### src/rtl/dtc_pkg.sv
package dtc_pkg;

  // register offsets (8-bit port, byte addresses)
  localparam logic [7:0] OFS_BYTE_CTRL   = 8'h00;
  localparam logic [7:0] OFS_SHARED_CTRL = 8'h01;
  localparam logic [7:0] OFS_WORD_CTRL   = 8'h02;
  localparam logic [7:0] OFS_BYTE_LOW    = 8'h04;
  localparam logic [7:0] OFS_BYTE_HIGH   = 8'h05;
  localparam logic [7:0] OFS_WORD_LOW    = 8'h06;
  localparam logic [7:0] OFS_WORD_HIGH   = 8'h07;

  // per-timer control register layout
  typedef struct packed {
    logic       enable;    // d7
    logic       one_shot;  // d6: 1 one-shot, 0 repeating
    logic       timeout;   // d5: write 1 to clear
    logic [2:0] spare;     // d4..d2
    logic       irq_en;    // d1
    logic       pin_en;    // d0
  } dtc_tctl_t;

  // shared control register layout
  typedef struct packed {
    logic       demod;     // d7: 1 demodulation, 0 transmit
    logic       comb_pin;  // d6
    logic [1:0] logic_sel; // d5..d4: combine function / edge select
    logic [1:0] submode;   // d3..d2: submode / glitch width
    logic       init_byte; // d1: byte initial level / rising flag
    logic       init_word; // d0: word initial level / falling flag
  } dtc_sctl_t;

  localparam dtc_tctl_t TCTL_RESET = 8'h00;
  localparam dtc_sctl_t SCTL_RESET = 8'h00;

  // bit positions of write-1-to-clear fields
  localparam int TIMEOUT_BIT = 5;
  localparam int RISE_BIT    = 1;
  localparam int FALL_BIT    = 0;

  // submode codes in transmit
  localparam logic [1:0] SUB_NORMAL = 2'h0;
  localparam logic [1:0] SUB_ALT    = 2'h1;
  localparam logic [1:0] SUB_LOW    = 2'h2;
  localparam logic [1:0] SUB_HIGH   = 2'h3;

  // combine functions
  localparam logic [1:0] COMB_AND  = 2'h0;
  localparam logic [1:0] COMB_OR   = 2'h1;
  localparam logic [1:0] COMB_NOR  = 2'h2;
  localparam logic [1:0] COMB_NAND = 2'h3;

  // timer clock divider: one tick every TICK_DIV system clocks
  localparam logic [3:0] TICK_DIV = 4'h4;

  // glitch widths in system clocks for submode 0..3
  localparam logic [4:0] GLITCH_W0 = 5'h01;
  localparam logic [4:0] GLITCH_W1 = 5'h04;
  localparam logic [4:0] GLITCH_W2 = 5'h08;
  localparam logic [4:0] GLITCH_W3 = 5'h10;

  // counter terminal value before reaching zero
  localparam logic [7:0]  BYTE_LAST = 8'h01;
  localparam logic [15:0] WORD_LAST = 16'h0001;

endpackage

### src/rtl/dtc_timer.sv
//
// Behaviour
// - transmit: logic select merges byte and word outputs by and/or/nor/nand
// - demodulation: same field selects which edge polarity is detected
// - submode selects alternating or normal; normal ends alternation at once
// - submode 10 forces word output low, 11 forces it high
// - demodulation: submode sets glitch width the filter removes
// - byte output takes its initial-level bit when counting starts
// - disabled byte output rests at inverse of its initial-level bit
// - demodulation: rising edge sets rising flag; writing 1 clears
// - demodulation: falling edge sets falling flag; writing 1 clears
// - word output starts at its initial level, rests inverted when off
// - word initial level applies only in normal or alternating submode
// - byte timer loads low hold if initial level 0, else high hold
// - one-shot: count to zero, stop, toggle, set timeout, interrupt
// - repeating: toggle, byte reloads by level, word from its hold; timeout each full cycle
// - hold register writes take effect only at next reload
// - re-enabling a timer reloads the programmed initial count
// - alternating: at a one-shot terminal hardware swaps enables and sets timeout
// - pin enable bits route byte and word outputs to pins
// - combine pin bit routes combined output to the third pin
//
`timescale 1ns/10ps
`default_nettype none

module dtc_timer (
  // clock and reset
  input  wire logic       clock,
  input  wire logic       sys_rst,
  // register port
  input  wire logic [7:0] reg_addr,
  input  wire logic [7:0] reg_wdata,
  input  wire logic       reg_wr,
  input  wire logic       reg_rd,
  output logic      [7:0] reg_rdata,
  // demodulation input
  input  wire logic       demod_in,
  // pins
  output logic            first_pin_out,
  output logic            first_pin_oe,
  output logic            second_pin_out,
  output logic            second_pin_oe,
  output logic            third_pin_out,
  output logic            third_pin_oe,
  // interrupt requests
  output logic            byte_irq,
  output logic            word_irq
);

  ////////////////////////////////////////////////////////////////////////////
  // registers

  dtc_pkg::dtc_tctl_t byte_ctrl_reg;
  dtc_pkg::dtc_tctl_t byte_ctrl_next;
  dtc_pkg::dtc_tctl_t word_ctrl_reg;
  dtc_pkg::dtc_tctl_t word_ctrl_next;
  dtc_pkg::dtc_sctl_t shared_reg;
  dtc_pkg::dtc_sctl_t shared_next;

  logic [7:0]  byte_low_reg;
  logic [7:0]  byte_high_reg;
  logic [7:0]  word_low_reg;
  logic [7:0]  word_high_reg;
  logic [7:0]  byte_cnt_reg;
  logic [7:0]  byte_cnt_next;
  logic [15:0] word_cnt_reg;
  logic [15:0] word_cnt_next;
  logic        byte_out_reg;
  logic        byte_out_next;
  logic        word_out_reg;
  logic        word_out_next;
  logic        byte_en_prev_reg;
  logic        word_en_prev_reg;
  logic [3:0]  tick_cnt_reg;
  logic        tick_reg;
  logic        filt_reg;
  logic        filt_prev_reg;
  logic [4:0]  filt_cnt_reg;

  ////////////////////////////////////////////////////////////////////////////
  // decode

  wire wr_byte_ctrl = reg_wr && (reg_addr == dtc_pkg::OFS_BYTE_CTRL);
  wire wr_shared    = reg_wr && (reg_addr == dtc_pkg::OFS_SHARED_CTRL);
  wire wr_word_ctrl = reg_wr && (reg_addr == dtc_pkg::OFS_WORD_CTRL);
  wire wr_byte_low  = reg_wr && (reg_addr == dtc_pkg::OFS_BYTE_LOW);
  wire wr_byte_high = reg_wr && (reg_addr == dtc_pkg::OFS_BYTE_HIGH);
  wire wr_word_low  = reg_wr && (reg_addr == dtc_pkg::OFS_WORD_LOW);
  wire wr_word_high = reg_wr && (reg_addr == dtc_pkg::OFS_WORD_HIGH);

  wire [7:0] rd_mux =
    (reg_addr == dtc_pkg::OFS_BYTE_CTRL)   ? byte_ctrl_reg :
    (reg_addr == dtc_pkg::OFS_SHARED_CTRL) ? shared_reg    :
    (reg_addr == dtc_pkg::OFS_WORD_CTRL)   ? word_ctrl_reg :
    (reg_addr == dtc_pkg::OFS_BYTE_LOW)    ? byte_low_reg  :
    (reg_addr == dtc_pkg::OFS_BYTE_HIGH)   ? byte_high_reg :
    (reg_addr == dtc_pkg::OFS_WORD_LOW)    ? word_low_reg  :
    (reg_addr == dtc_pkg::OFS_WORD_HIGH)   ? word_high_reg : 8'h00;

  ////////////////////////////////////////////////////////////////////////////
  // mode terms

  wire transmit = !shared_reg.demod;
  // alternating only while submode says so
  wire alt_mode = transmit && (shared_reg.submode == dtc_pkg::SUB_ALT);
  // forced levels on the word output
  wire word_forced = transmit && shared_reg.submode[1];
  wire word_force_level = (shared_reg.submode == dtc_pkg::SUB_HIGH);

  // a rising enable restarts from the hold values
  wire byte_start = byte_ctrl_reg.enable && !byte_en_prev_reg;
  wire word_start = word_ctrl_reg.enable && !word_en_prev_reg;
  // decrement only on a tick while enabled
  wire byte_step = tick_reg && byte_ctrl_reg.enable && !byte_start;
  wire word_step = tick_reg && word_ctrl_reg.enable && !word_start;
  // zero is reached from one; a zero count wraps through ff (ffff for the word timer) first
  wire byte_term = byte_step && (byte_cnt_reg == dtc_pkg::BYTE_LAST);
  wire word_term = word_step && (word_cnt_reg == dtc_pkg::WORD_LAST);

  // repeating mode flags only the half that closes a full cycle
  wire byte_tout = byte_term &&
    (byte_ctrl_reg.one_shot || (byte_out_reg != shared_reg.init_byte));
  wire word_tout = word_term &&
    (word_ctrl_reg.one_shot || (word_out_reg != shared_reg.init_word));

  // one-shot terminal hands over to the other timer
  wire byte_handoff = alt_mode && byte_term && byte_ctrl_reg.one_shot;
  wire word_handoff = alt_mode && word_term && word_ctrl_reg.one_shot;

  wire [15:0] word_hold = {word_high_reg, word_low_reg};

  ////////////////////////////////////////////////////////////////////////////
  // edge detector with glitch filter

  // input must hold a new level this long before it is accepted
  wire [4:0] glitch_len =
    (shared_reg.submode == 2'h0) ? dtc_pkg::GLITCH_W0 :
    (shared_reg.submode == 2'h1) ? dtc_pkg::GLITCH_W1 :
    (shared_reg.submode == 2'h2) ? dtc_pkg::GLITCH_W2 : dtc_pkg::GLITCH_W3;
  wire filt_differs = (demod_in != filt_reg);
  wire filt_accept  = filt_differs &&
    ((filt_cnt_reg + 5'h01) >= glitch_len);

  // logic select bit 0 enables rising, bit 1 falling
  wire rise_ev = shared_reg.demod && shared_reg.logic_sel[0] &&
    filt_reg && !filt_prev_reg;
  wire fall_ev = shared_reg.demod && shared_reg.logic_sel[1] &&
    !filt_reg && filt_prev_reg;

  ////////////////////////////////////////////////////////////////////////////
  // output combiner

  wire comb_and = byte_out_reg & word_out_reg;
  wire comb_or  = byte_out_reg | word_out_reg;
  wire comb_val =
    (shared_reg.logic_sel == dtc_pkg::COMB_AND) ? comb_and  :
    (shared_reg.logic_sel == dtc_pkg::COMB_OR)  ? comb_or   :
    (shared_reg.logic_sel == dtc_pkg::COMB_NOR) ? !comb_or  : !comb_and;

  ////////////////////////////////////////////////////////////////////////////
  // control next values

  always_comb begin
    byte_ctrl_next = byte_ctrl_reg;
    if (wr_byte_ctrl) begin
      byte_ctrl_next = reg_wdata;
      byte_ctrl_next.timeout = byte_ctrl_reg.timeout &&
        !reg_wdata[dtc_pkg::TIMEOUT_BIT];
    end
    // one-shot stops itself at terminal count
    if (byte_term && byte_ctrl_reg.one_shot) begin
      byte_ctrl_next.enable = 1'b0;
    end
    // word timer finishing hands the run back
    if (word_handoff) begin
      byte_ctrl_next.enable = 1'b1;
    end
    // timeout set wins over a clearing write
    if (byte_tout) begin
      byte_ctrl_next.timeout = 1'b1;
    end
  end

  always_comb begin
    word_ctrl_next = word_ctrl_reg;
    if (wr_word_ctrl) begin
      word_ctrl_next = reg_wdata;
      word_ctrl_next.timeout = word_ctrl_reg.timeout &&
        !reg_wdata[dtc_pkg::TIMEOUT_BIT];
    end
    if (word_term && word_ctrl_reg.one_shot) begin
      word_ctrl_next.enable = 1'b0;
    end
    // byte timer finishing starts the word timer
    if (byte_handoff) begin
      word_ctrl_next.enable = 1'b1;
    end
    if (word_tout) begin
      word_ctrl_next.timeout = 1'b1;
    end
  end

  always_comb begin
    shared_next = shared_reg;
    if (wr_shared) begin
      shared_next = reg_wdata;
      if (shared_reg.demod) begin
        // rising flag cleared by writing 1
        shared_next.init_byte = shared_reg.init_byte &&
          !reg_wdata[dtc_pkg::RISE_BIT];
        // falling flag cleared by writing 1
        shared_next.init_word = shared_reg.init_word &&
          !reg_wdata[dtc_pkg::FALL_BIT];
      end
    end
    // detected rising edge sets its flag, beating a clear
    if (rise_ev) begin
      shared_next.init_byte = 1'b1;
    end
    // detected falling edge sets its flag
    if (fall_ev) begin
      shared_next.init_word = 1'b1;
    end
  end

  ////////////////////////////////////////////////////////////////////////////
  // counters and outputs next values

  always_comb begin
    byte_cnt_next = byte_cnt_reg;
    if (byte_start) begin
      // load side chosen by initial level
      byte_cnt_next = shared_reg.init_byte ? byte_high_reg : byte_low_reg;
    end else if (byte_term) begin
      // reload by the level the output toggles to
      // hold values only enter here and at start
      byte_cnt_next = byte_out_reg ? byte_low_reg : byte_high_reg;
    end else if (byte_step) begin
      byte_cnt_next = byte_cnt_reg - 8'h01;
    end
  end

  always_comb begin
    if (!byte_ctrl_reg.enable) begin
      // idle level is the inverse of the initial level
      byte_out_next = !shared_reg.init_byte;
    end else if (byte_start) begin
      byte_out_next = shared_reg.init_byte;
    end else if (byte_term) begin
      byte_out_next = !byte_out_reg;
    end else begin
      byte_out_next = byte_out_reg;
    end
  end

  always_comb begin
    word_cnt_next = word_cnt_reg;
    if (word_start || word_term) begin
      word_cnt_next = word_hold;
    end else if (word_step) begin
      word_cnt_next = word_cnt_reg - 16'h0001;
    end
  end

  always_comb begin
    if (word_forced) begin
      // initial level ignored in forced settings
      word_out_next = word_force_level;
    end else if (!word_ctrl_reg.enable) begin
      // idle at inverse of initial level
      word_out_next = !shared_reg.init_word;
    end else if (word_start) begin
      word_out_next = shared_reg.init_word;
    end else if (word_term) begin
      word_out_next = !word_out_reg;
    end else begin
      word_out_next = word_out_reg;
    end
  end

  ////////////////////////////////////////////////////////////////////////////
  // register file and timer state

  always_ff @(posedge clock) begin
    if (sys_rst) begin
      byte_ctrl_reg <= dtc_pkg::TCTL_RESET;
      word_ctrl_reg <= dtc_pkg::TCTL_RESET;
      shared_reg    <= dtc_pkg::SCTL_RESET;
    end else begin
      byte_ctrl_reg <= byte_ctrl_next;
      word_ctrl_reg <= word_ctrl_next;
      shared_reg    <= shared_next;
    end
  end

  // hold registers accept writes at any time
  always_ff @(posedge clock) begin
    if (sys_rst) begin
      byte_low_reg  <= 8'h00;
      byte_high_reg <= 8'h00;
      word_low_reg  <= 8'h00;
      word_high_reg <= 8'h00;
    end else begin
      if (wr_byte_low)  byte_low_reg  <= reg_wdata;
      if (wr_byte_high) byte_high_reg <= reg_wdata;
      if (wr_word_low)  word_low_reg  <= reg_wdata;
      if (wr_word_high) word_high_reg <= reg_wdata;
    end
  end

  always_ff @(posedge clock) begin
    if (sys_rst) begin
      byte_cnt_reg     <= 8'h00;
      word_cnt_reg     <= 16'h0000;
      byte_out_reg     <= 1'b1;
      word_out_reg     <= 1'b1;
      byte_en_prev_reg <= 1'b0;
      word_en_prev_reg <= 1'b0;
    end else begin
      byte_cnt_reg     <= byte_cnt_next;
      word_cnt_reg     <= word_cnt_next;
      byte_out_reg     <= byte_out_next;
      word_out_reg     <= word_out_next;
      byte_en_prev_reg <= byte_ctrl_reg.enable;
      word_en_prev_reg <= word_ctrl_reg.enable;
    end
  end

  // timer clock: prescaler left out, a fixed divider stands in
  always_ff @(posedge clock) begin
    if (sys_rst || (tick_cnt_reg == dtc_pkg::TICK_DIV - 4'h1)) begin
      tick_cnt_reg <= 4'h0;
    end else begin
      tick_cnt_reg <= tick_cnt_reg + 4'h1;
    end
  end

  always_ff @(posedge clock) begin
    if (sys_rst) begin
      tick_reg <= 1'b0;
    end else begin
      tick_reg <= (tick_cnt_reg == dtc_pkg::TICK_DIV - 4'h1);
    end
  end

  // glitch filter, counts stable cycles of a changed input
  always_ff @(posedge clock) begin
    if (sys_rst) begin
      filt_reg      <= 1'b0;
      filt_prev_reg <= 1'b0;
      filt_cnt_reg  <= 5'h00;
    end else begin
      filt_prev_reg <= filt_reg;
      if (filt_accept) begin
        filt_reg     <= demod_in;
        filt_cnt_reg <= 5'h00;
      end else if (filt_differs) begin
        filt_cnt_reg <= filt_cnt_reg + 5'h01;
      end else begin
        filt_cnt_reg <= 5'h00;
      end
    end
  end

  ////////////////////////////////////////////////////////////////////////////
  // registered outputs

  always_ff @(posedge clock) begin
    if (sys_rst) begin
      reg_rdata <= 8'h00;
    end else begin
      reg_rdata <= reg_rd ? rd_mux : 8'h00;
    end
  end

  always_ff @(posedge clock) begin
    if (sys_rst) begin
      first_pin_out  <= 1'b0;
      first_pin_oe   <= 1'b0;
      second_pin_out <= 1'b0;
      second_pin_oe  <= 1'b0;
      third_pin_out  <= 1'b0;
      third_pin_oe   <= 1'b0;
    end else begin
      first_pin_out  <= byte_ctrl_reg.pin_en & byte_out_reg;
      first_pin_oe   <= byte_ctrl_reg.pin_en;
      second_pin_out <= word_ctrl_reg.pin_en & word_out_reg;
      second_pin_oe  <= word_ctrl_reg.pin_en;
      // combined output on the third pin
      third_pin_out  <= shared_reg.comb_pin & comb_val;
      third_pin_oe   <= shared_reg.comb_pin;
    end
  end

  // interrupt request follows timeout when enabled
  always_ff @(posedge clock) begin
    if (sys_rst) begin
      byte_irq <= 1'b0;
      word_irq <= 1'b0;
    end else begin
      byte_irq <= byte_ctrl_reg.timeout & byte_ctrl_reg.irq_en;
      word_irq <= word_ctrl_reg.timeout & word_ctrl_reg.irq_en;
    end
  end

endmodule

`default_nettype wire

### config.mk
export PLATFORM = sky130hd
export DESIGN_NAME = dtc_timer
export DESIGN_NICKNAME = d
export VERILOG_FILES = /design/src/rtl/dtc_pkg.sv /design/src/rtl/dtc_timer.sv
export SDC_FILE = /design/constraint.sdc
export NUM_CORES = 1
export LEC_CHECK = 0
export BUFFER_PORTS_ARGS = -buffer_cell sky130_fd_sc_hd__buf_4
export CAP_MARGIN = 20
export CORE_MARGIN = 3
export CORE_UTILIZATION = 45
export CTS_CLUSTER_SIZE = 8
export DETAILED_ROUTE_END_ITERATION = 16
export HOLD_SLACK_MARGIN = 0.12
export PLACE_DENSITY = 0.65
export SLEW_MARGIN = 20
export SYNTH_ARGS = -nofsm -noshare
export SYNTH_HDL_FRONTEND = slang
export SYNTH_SLANG_ARGS = --single-unit
### constraint.sdc
create_clock -name clock -period 6.2 [get_ports clock]
set_clock_uncertainty 0.15 [all_clocks]
set_input_delay 1.24 -clock clock [delete_from_list [all_inputs] [get_ports clock]]
set_output_delay 1.24 -clock clock [all_outputs]
set_load 0.01 [all_outputs]
# [Word-level counts from Yosys, hierarchy flattened]
# Cells that the tools add are included.
[word_totals] reg_bits=112 latchBits=0 ramBits=0 romBits=0 inputBits=21 output_inout_bits=16 elab_cells=183 n_memories=0
[op_classes] add_sub_neg=4 n_mul=0 div_mod_pow=0 order_cmp=1 eq_ne=19 shifts=0 n_mux=39 bitwise=9 n_reduce_logical=69
[ops] cell="$mux W8" count=14
[ops] cell="$logic_and A1 B1 Y1" count=36
[ops] cell="$eq A8 B3 Y1 const B" count=4
[ops] cell="$mux W16" count=2
[ops] cell="$mux W1" count=18
[ops] cell="$eq A16 B1 Y1 const B" count=1
[ops] cell="$eq A8 B1 Y1 const B" count=2
[ops] cell="$logic_not A1 Y1" count=16
[ops] cell="$sub A16 B1 Y16 const B" count=1
[ops] cell="$mux W5" count=3
[ops] cell="$reduce_bool A2 Y1" count=5
[ops] cell="$reduce_bool A3 Y1" count=3
[ops] cell="$eq A8 B2 Y1 const B" count=1
[ops] cell="$logic_not A8 Y1" count=1
[ops] cell="$sub A8 B1 Y8 const B" count=1
[ops] cell="$and A1 B1 Y1" count=6
[ops] cell="$eq A2 B2 Y1 const B" count=3
[ops] cell="$add A5 B1 Y5 const B" count=1
[ops] cell="$ge A5 B5 Y1" count=1
[ops] cell="$add A4 B1 Y4 const B" count=1
[ops] cell="$eq A2 B1 Y1 const B" count=2
[ops] cell="$eq A4 B2 Y1 const B" count=1
[ops] cell="$logic_not A2 Y1" count=2
[ops] cell="$logic_or A1 B1 Y1" count=4
[ops] cell="8 further kinds" count=12

# [Longest topological paths before layout]
# Gate-level depths: netlist (run 1).
[logic_depth] ltp_word=9 depth_mapped=7 ltp_nobuf=7

# [Worst setup path before layout (run 1)]
# Ideal clock, no wire load.
[synth_timing] kind="input -> register" startpoint="in reg_addr[5]" endpoint="reg byte_ctrl_reg[7] in the netlist's numbering" setup_ps=121 arrival_ps=2927 required_ps=5929 setup_slack_ps=3001 cell_stages=6 n_path_buf=1 cell_sequence="or4_1 clkbuf_1 nor3_2 mux2_2 nand3_1 o21ai_0"
[synth_between] elab_chain_cells=3
[synth_rtl] element="start, declared" line_no="dtc_timer.sv:31" source="input wire logic [7:0] reg_addr,"
[synth_rtl] element="$logic_not A8 Y1" line_no="dtc_timer.sv:83" source="wire wr_byte_ctrl = reg_wr && (reg_addr == dtc_pkg::OFS_BYTE_CTRL);"
[synth_rtl] element="$logic_and A1 B1 Y1" line_no="dtc_timer.sv:83"
[synth_rtl] element="$reduce_bool A3 Y1 (no line)"
[synth_rtl] element="end signal, assigned" line_no="dtc_timer.sv:286" source="byte_ctrl_reg <= dtc_pkg::TCTL_RESET;"
[synth_rtl] element="end signal, assigned" line_no="dtc_timer.sv:290" source="byte_ctrl_reg <= byte_ctrl_next;"
[synth_rtl] element="end, declared" line_no="dtc_timer.sv:53" source="dtc_pkg::dtc_tctl_t byte_ctrl_reg;"
# Every way passes these cells.
# A chain may end at the register's enable or synchronous reset.

# [Worst setup path after layout (run 1)]
[layout_timing] startpoint="in reg_addr[5]" endpoint="reg byte_high_reg[0]"
[layout_between] elab_chain_cells=2
[layout_rtl] element="$eq A8 B3 Y1" line_no="dtc_timer.sv:87" source="wire wr_byte_high = reg_wr && (reg_addr == dtc_pkg::OFS_BYTE_HIGH);"
[layout_rtl] element="$logic_and A1 B1 Y1" line_no="dtc_timer.sv:87"
[layout_rtl] element="end signal, assigned" line_no="dtc_timer.sv:305" source="if (wr_byte_high) byte_high_reg <= reg_wdata;"
[layout_rtl] element="end, declared" line_no="dtc_timer.sv:61" source="logic [7:0] byte_high_reg;"
# Every way passes these cells.

==> results of run 1 <==
[cells by family (layout without fill, tap and decap cells)]
logic type / after synthesis / in the layout / synth area share (%)
muxes: 81 / 81 / 14.60
DFF: 112 / 112 / 39.10
and+or+nand+nor: 243 / 243 / 20.77
xor gates and xnor gates: 24 / 24 / 3.666
AOI/OAI and AO/OA: 125 / 125 / 15.80
buffers and inverters: 53 / 67 / 3.884
adders and majority gates: 10 / 10 / 2.182
[through the flow]
step | worst slack [ns] | power (W)
floorplan | 3.001 | 0.0007774
CTS | 2.517 | 0.001366
detailed placement | 2.143 | 0.0008030
finish | 2.447 | 0.001356
global route | 2.262 | 0.001400
global placement | 2.265 | 0.0008018
[power by group]
group          switching (W)  internal [W]
Clock               0.000263      0.000306
Combinational      0.0000418     0.0000197
Sequential        0.00000306      0.000722
[layer usage]
| metal | track usage, % | wire (um) | vias up |
|---|---|---|---|
| met5 | 0 | 0 | - |
| li1 | - | - | 2338 |
| met2 | 33.21 | 6921 | 123 |
| met1 | 28.78 | 6869 | 2339 |
| met4 | 5.793 | 191 | 0 |
| met3 | 5.081 | 899 | 20 |
[synth_stat cells, drive strengths merged, types with 10 or more instances]
| cell type | instances | share of area, % |
|---|---|---|
| a211oi | 12 | 2.4 |
| a21oi | 29 | 2.5 |
| a22o | 14 | 2.1 |
| buf | 10 | 1.0 |
| clkbuf | 28 | 1.9 |
| dfxtp | 112 | 39 |
| ha | 10 | 2.2 |
| inv | 14 | 0.92 |
| mux2 | 11 | 2.2 |
| mux2i | 69 | 12 |
| nand2 | 44 | 2.9 |
| nand3 | 22 | 1.9 |
| nor2 | 103 | 6.7 |
| nor2b | 16 | 1.7 |
| nor3 | 14 | 1.4 |
| o21ai | 19 | 1.7 |
| xnor2 | 15 | 2.3 |
[final timing paths]
kind	start	end	slack, ns	cells after the start
hold / removal	tick_cnt_reg[0]	tick_cnt_reg[0]	0.31	1
setup reg to reg	word_cnt_reg[2]	word_cnt_reg[11]	3.46	5
hold reg to reg	tick_cnt_reg[0]	tick_cnt_reg[0]	0.31	1
setup / recovery	reg_addr[5]	byte_high_reg[0]	2.45	6
[cell type report]
cell class | count | area share (%)
clock inverter | 4 | 0.4140
sequential | 112 | 35.33
clock buffer | 12 | 4.200
multi-input combinational | 483 | 51.60
inverter | 15 | 0.8872
timing repair buffer | 36 | 4.259
tap | 168 | 3.312
==> key figures, run 1 <==
STA
  – RSZ-0062 raised after global routing: no
  – Sum Neg Setup Slack: 0 ns
  – Least-Margin Pin Slew: 1.055 ns
  – Final Max Slew Viols: 0
  – Post-layout min period: 3.753 ns
  – Fin. Hold Viols: 0
  – Max frequency: 0.2664 GHz
  – Tcrit/Tclk final: 60.54%
  – Slew Limit Headroom: 29.68%
  – Hold Slack: 0.3131 ns
  – Final setup vio count: 0

Clock network
  – Clk sink count: 112
  – Setup repair bufs after CTS: 0
  – CTS tree: built
  – Clock Pin Slew Worst Setup and Hold Paths: 0.07 ns
  – H-tree depth: 3
  – Clock root buffer: clkbuf_16
  – # resized after CTS: 0
  – Skew-Pair Late Insertion Delay: 0.35 ns
  – CTS max path bufs: 2
  – CTS Hold Bufs: 0
  – TritonCTS Buffers: 9

Pwr
  – Cell area power density: 213.7 mW/mm^2
  – Pleak: 2.665 nW
  – Worst VDD drop: 0.1194 mV

Synth
  – Synthesis Warnings: 0
  – Register area share after synthesis: 39.10%
  – Library cells used by synthesis: 57
  – Synth Cell Area: 0.005734 mm^2
  – Main flop type after synthesis: dfxtp_1
  – Syn avg cell area: 8.849 um^2
  – Post-synthesis instance total: 648
  – Number of synthesized register bits: 112
  – Syn nets: 679
  – Async SR Flop Fraction: 0%
  – Post-synth EDFFs: 0

Global routing
  – Vias in the first global route: 4,511
  – Gr ovfl total: 0
  – Largest net degree at the start of global routing: 95
  – Total track usage: 21.03%
  – First-pass GRT wire length: 23,810 um
  – Initial antenna violation count: 0

Worst setup path
  – Worst path slowest cell: nor2_1
  – Setup Crit Path Kind: in2reg
  – WP buf/inv: 1
  – Max Fanout on Critical Path: 16
  – Worst-path cell chain: buf_4, or4_1, nor2_1, nand3_1, mux2i_1, nor2_1
  – CP most frequent cell: nor2_1
  – Critical Path Source Type: input pin
  – Critical Path Sink Type: flop
  – Max incr delay on CP: 0.81 ns
  – Worst path arrival time: 3.81 ns
  – Required time worst endpoint: 6.25 ns
  – CP delay by family, top: simple AND/OR/NAND/NOR gates

Routing
  – Routed wire per std cell: 17.93 um
  – DRC Markers: 0
  – Via density: 5.807
  – TritonRoute pass-1 iters: 5
  – Drt total wl: 14,880 um
  – Antenna viol nets, final: 0
  – DR iter-0 viols: 305
  – Vias: 4,820

Job
  – Max-Cap Viols: 0

Floorplan
  – DIE AREA: 0.01413 mm^2
  – Core area: 0.01221 mm^2
  – Starting Density: 46.96%
  – Die H: 118.9 um
  – Die X: 118.9 um
  – Core Rows: 40
  – I/O pin count: 37

Layout
  – Register area: 0.002242 mm^2
  – Non-Filler Instances: 830
  – Filler Cells Inserted: 1,190
  – Commonest cells after routing, fill and taps aside: 112 x dfxtp_1, 103 x nor2_1, 69 x mux2i_1, 44 x nand2_1, 36 x buf_4
  – Antenna diodes: 0
  – Share of cells above drive strength 1: 12.69%
  – Final instance area: 0.006346 mm^2
  – Most common cell after layout, fill and taps aside: dfxtp_1
  – Area grow syn2layout: 10.67%
  – Flip-flop count of the largest register after layout: 16
  – Nets@finish: 688
  – Area of the multi-input gates: 0.003274 mm^2
  – Fin util: 51.97%

Place
  – Routability cong.: 0.8692
  – Port bufs: 36
  – Hpwl dp: 10,640 um
  – # placed instances: 814
  – Placement Cell Area: 0.006048 mm^2

Run status
  – Run status: finished, final reports clean

Min path
  – Tightest Hold Check Type: reg2reg
No activity file was read; power rests on OpenSTA's default activity.
==> inputs of run 2 (changes only) <==
Settings changed: ABC_AREA from default to 1, PLACE_DENSITY 0.65 to 0.67.
Clock period 6.2 ns to 3.3 ns, I/O delays scaled along.
==> run 2 against run 1 <==
Net effect: power up 93%; synthesized area up 0.11%; via count up 11%; synthesized cell count up 31%; worst setup slack worse by 1.4 ns; clock power up 99%; sequential power up 88%; die area up 0.10%; critical endpoint is now byte_ctrl_reg[5]; largest power group unchanged.
==> key figures, run 2 <==
Worst setup path
  – Critical Path Source Type: input pin (unchanged)
  – Worst path slowest cell: nand4_2 (was nor2_1)
  – Required time worst endpoint: 3.40 ns (was 6.25 ns)
  – Cells on worst reg2reg path: 9 (was 5)
  – Max Fanout on Critical Path: 19 (was 16)
  – CP delay by family, top: simple AND/OR/NAND/NOR gates (unchanged)
  – R2R Path Start: filt_cnt_reg[0] (was word_cnt_reg[2])
  – Crit path depth: 9 (was 6)
  – Worst path arrival time: 2.30 ns (was 3.81 ns)
  – WP buf/inv: 3 (was 1)
  – Setup Crit Path Kind: in2reg (unchanged)
  – Worst-path cell chain: buf_4, inv_1, nand2_1, nor2_4, nand4_2, nor2_4, inv_2, o21ai_0, a21oi_1 (was buf_4, or4_1, nor2_1, nand3_1, mux2i_1, nor2_1)
  – CP most frequent cell: nor2_4 (was nor2_1)
  – Critical Path Sink Type: flop (unchanged)
  – Crit path from: reg_addr[5] (unchanged)
  – Max incr delay on CP: 0.39 ns (was 0.81 ns)

Clock network
  – Skew-Pair Late Insertion Delay: 0.37 ns (was 0.35 ns)
  – Setup repair bufs after CTS: 0 (unchanged)
  – CTS tree: built (unchanged)
  – Clk sink count: 112 (unchanged)
  – TritonCTS Buffers: 9 (unchanged)
  – CTS max path bufs: 2 (unchanged)
  – # resized after CTS: 0 (unchanged)
  – CTS Hold Bufs: 0 (unchanged)
  – H-tree depth: 3 (unchanged)
  – Clock Pin Slew Worst Setup and Hold Paths: 0.09 ns (was 0.07 ns)
  – Clock root buffer: clkbuf_16 (unchanged)

Routing
  – Vias: 5,356 (was 4,820)
  – Routed wire per std cell: 14.66 um (was 17.93 um)
  – Antenna viol nets, final: 0 (unchanged)
  – DRC Markers: 0 (unchanged)
  – TritonRoute pass-1 iters: 5 (unchanged)
  – Drt total wl: 15,320 um (was 14,880 um)
  – Via density: 5.125 (was 5.807)
  – DR iter-0 viols: 341 (was 305)

Synth
  – Commonest cells post-synth: 133 x nand2_1, 117 x inv_1, 115 x o21ai_0 (was 112 x dfxtp_1, 103 x nor2_1, 69 x mux2i_1)
  – Register area share after synthesis: 39.06% (was 39.10%)
  – Syn nets: 878 (was 679)
  – Area contributors post-synth: dfxtp_1 39%, o21ai_0 10%, nand2_1 8.7%, inv_1 7.7%, nor2_1 7.5% (was dfxtp_1 39%, mux2i_1 12%, nor2_1 6.7%, nand2_1 2.9%, a21oi_1 2.5%)
  – Post-synthesis instance total: 847 (was 648)
  – Main combinational cell family by area after synthesis: simple AND/OR/NAND/NOR gates (unchanged)
  – Synth Area in Compound Gates: 19.70% (was 15.80%)
  – Synth Cell Area: 0.005741 mm^2 (was 0.005734 mm^2)
  – Count leader, synth: nand2_1 (was dfxtp_1)
  – Mux cell area share after synthesis: 0% (was 14.60%)
  – Library cells used by synthesis: 36 (was 57)
  – Post-synth EDFFs: 0 (unchanged)
  – Area leader, netlist: dfxtp_1 (unchanged)
  – Post-synthesis simple-gate area fraction: 26.77% (was 20.77%)
  – Async SR Flop Fraction: 0% (unchanged)
  – Post-Synth Adder-Cell Area: 2.180% (was 2.182%)
  – Post-Synth XOR/XNOR Area: 2.136% (was 3.666%)
  – Synthesis Warnings: 0 (unchanged)
  – Number of synthesized register bits: 112 (unchanged)
  – Syn avg cell area: 6.777 um^2 (was 8.849 um^2)
  – Top cell type's share of synthesized area: 39.06% (was 39.10%)
  – Main flop type after synthesis: dfxtp_1 (unchanged)

STA
  – Least-Margin Pin Slew: 0.8318 ns (was 1.055 ns)
  – Tcrit/Tclk final: 66.85%
  – Fin. Hold Viols: 0 (unchanged)
  – RSZ-0062 raised after global routing: no (unchanged)
  – Final setup vio count: 0 (unchanged)
  – Slew Limit Headroom: 44.47% (was 29.68%)
  – Post-layout min period: 2.206 ns
  – Final Max Slew Viols: 0 (unchanged)
  – Max frequency: 0.4533 GHz
  – Sum Neg Setup Slack: 0 ns (unchanged)

Layout
  – Most common cell after layout, fill and taps aside: nand2_1 (was dfxtp_1)
  – Final instance area: 0.006432 mm^2 (was 0.006346 mm^2)
  – Antenna diodes: 0 (unchanged)
  – Non-Filler Instances: 1,045 (was 830)
  – Flip-flop count of the largest register after layout: 16 (unchanged)
  – Area grow syn2layout: 12.05% (was 10.67%)
  – Share of cells above drive strength 1: 9.578% (was 12.69%)
  – Nets@finish: 903 (was 688)
  – Commonest cells after routing, fill and taps aside: 133 x nand2_1, 117 x inv_1, 115 x o21ai_0, 114 x nor2_1, 112 x dfxtp_1 (was 112 x dfxtp_1, 103 x nor2_1, 69 x mux2i_1, 44 x nand2_1, 36 x buf_4)

Global routing
  – Vias in the first global route: 4,934 (was 4,511)
  – Total track usage: 22.23% (was 21.03%)
  – Largest net degree at the start of global routing: 54 (was 95)
  – Gr ovfl total: 0 (unchanged)
  – Initial antenna violation count: 0 (unchanged)
  – First-pass GRT wire length: 25,150 um (was 23,810 um)

Floorplan
  – I/O pin count: 37 (unchanged)
  – Core area: 0.01226 mm^2 (was 0.01221 mm^2)
  – Die X: 118.9 um (about the same)
  – DIE AREA: 0.01415 mm^2 (was 0.01413 mm^2)
  – Die H: 118.9 um (about the same)
  – Starting Density: 46.82% (was 46.96%)
  – Core Rows: 40 (unchanged)

Place
  – Port bufs: 36 (unchanged)
  – Hpwl dp: 11,070 um (was 10,640 um)
  – Placement Cell Area: 0.006127 mm^2 (was 0.006048 mm^2)
  – # placed instances: 1,029 (was 814)
  – Routability cong.: 0.9155 (was 0.8692)

Pwr
  – Cell area power density: 406.7 mW/mm^2 (was 213.7 mW/mm^2)
  – Switching fraction of total power: 25.71% (was 22.73%)
  – Seq pwr share: 52.1% (was 53.5%)
  – Cell Int Power: 0.001943 W (was 0.001048 W)
  – NetSw: 0.0006725 W (was 0.0003083 W)
  – Gate power share: 4.6% (was 4.5%)
  – Worst VDD drop: 0.2453 mV (was 0.1194 mV)
  – Pleak: 2.858 nW (was 2.665 nW)
  – Clock power frac: 43.3% (was 42.0%)
  – Power Total: 0.002616 W (was 0.001356 W)

Min path
  – Worst Hold Launch: tick_cnt_reg[0] (unchanged)
  – Tightest Hold Check Type: reg2reg (unchanged)
  – Hold depth: 1 (unchanged)

Run status
  – Run status: finished, final reports clean (unchanged)

Job
  – Max-Cap Viols: 0 (unchanged)
-- run 2: cell count changes after synthesis, moves of 16 or more --
cell,before,now
inv_1,14,117
nand2_1,44,133
nand3_1,22,57
nor2b_1,16,0
mux2i_1,69,0
o21ai_0,14,115
a21oi_1,29,84
-- run 2: final timing paths --
| kind | endpoint | slack, ns |
|---|---|---|
| max | byte_ctrl_reg[5] | 1.09 |
| min | tick_cnt_reg[0] | 0.30 |
| max reg2reg | filt_reg | 1.23 |
| min reg2reg | tick_cnt_reg[0] | 0.30 |
-- run 2: power by group through the flow --
stage | logic [W] | clock network (W) | registers (W)
after global routing | 0.000135 | 0.00121 | 0.00137
after detailed placement | 0.000119 | 0 | 0.00140
after global placement | 0.000120 | 0 | 0.00140
after CTS | 0.000120 | 0.00115 | 0.00136
final | 0.000120 | 0.00113 | 0.00136
after floorplan | 0.0000661 | 0 | 0.00139
-- run 2: worst reg2reg max path, stage by stage, from the launching register on --
cell and delay, ns:
dfxtp_1 0.38, ha_1 0.20, nand3_1 0.10, xor2_1 0.17, ha_1 0.35, a21oi_1 0.17
o21a_1 0.16, nand3_1 0.09, o21ai_0 0.16, inv_1 0.05
-- run 2: final cells by class --
| type | instances | area (um^2) |
|---|---|---|
| clock inverters | 7 | 80.08 |
| flip-flops and latches | 112 | 2242 |
| multi-input cells | 588 | 2915 |
| repair buffers | 38 | 297.8 |
| well taps | 168 | 210.2 |
| inverters | 123 | 461.7 |
| fillers | 1222 | 5829 |
| clock buffers | 9 | 225.2 |
-- run 2: cell families (layout without fill, tap and decap cells) --
logic type,count (synthesis),count (layout)
xor+xnor,14,14
fa+ha+maj,10,10
flops,112,112
compound gates,217,217
simple gates,347,347
buf+inv,147,177
-- run 2: metal layers --
layer / vias to the layer above / GRT usage (%) / routed length (um) / part of all wire (%)
met4: 0 / 9.341 / 412 / 2.7
li1: 2803 / - / - / -
met2: 152 / 34.21 / 6685 / 44
met1: 2377 / 31.51 / 7493 / 49
met5: - / 0 / 0 / 0
met3: 24 / 2.707 / 723 / 4.7
-- run 2: through the flow --
stage	util, %	setup slack, ns	hold slack (ns)
6_report	52.46	1.094	0.2980
5_1_grt	52.46	0.8718	0.3295
4_1_cts	52.46	1.103	0.3023
3_5_place_dp	49.97	0.7152	0.2853
3_3_place_gp	49.97	0.7401	0.2792
2_1_floorplan	-	1.402	0.2676
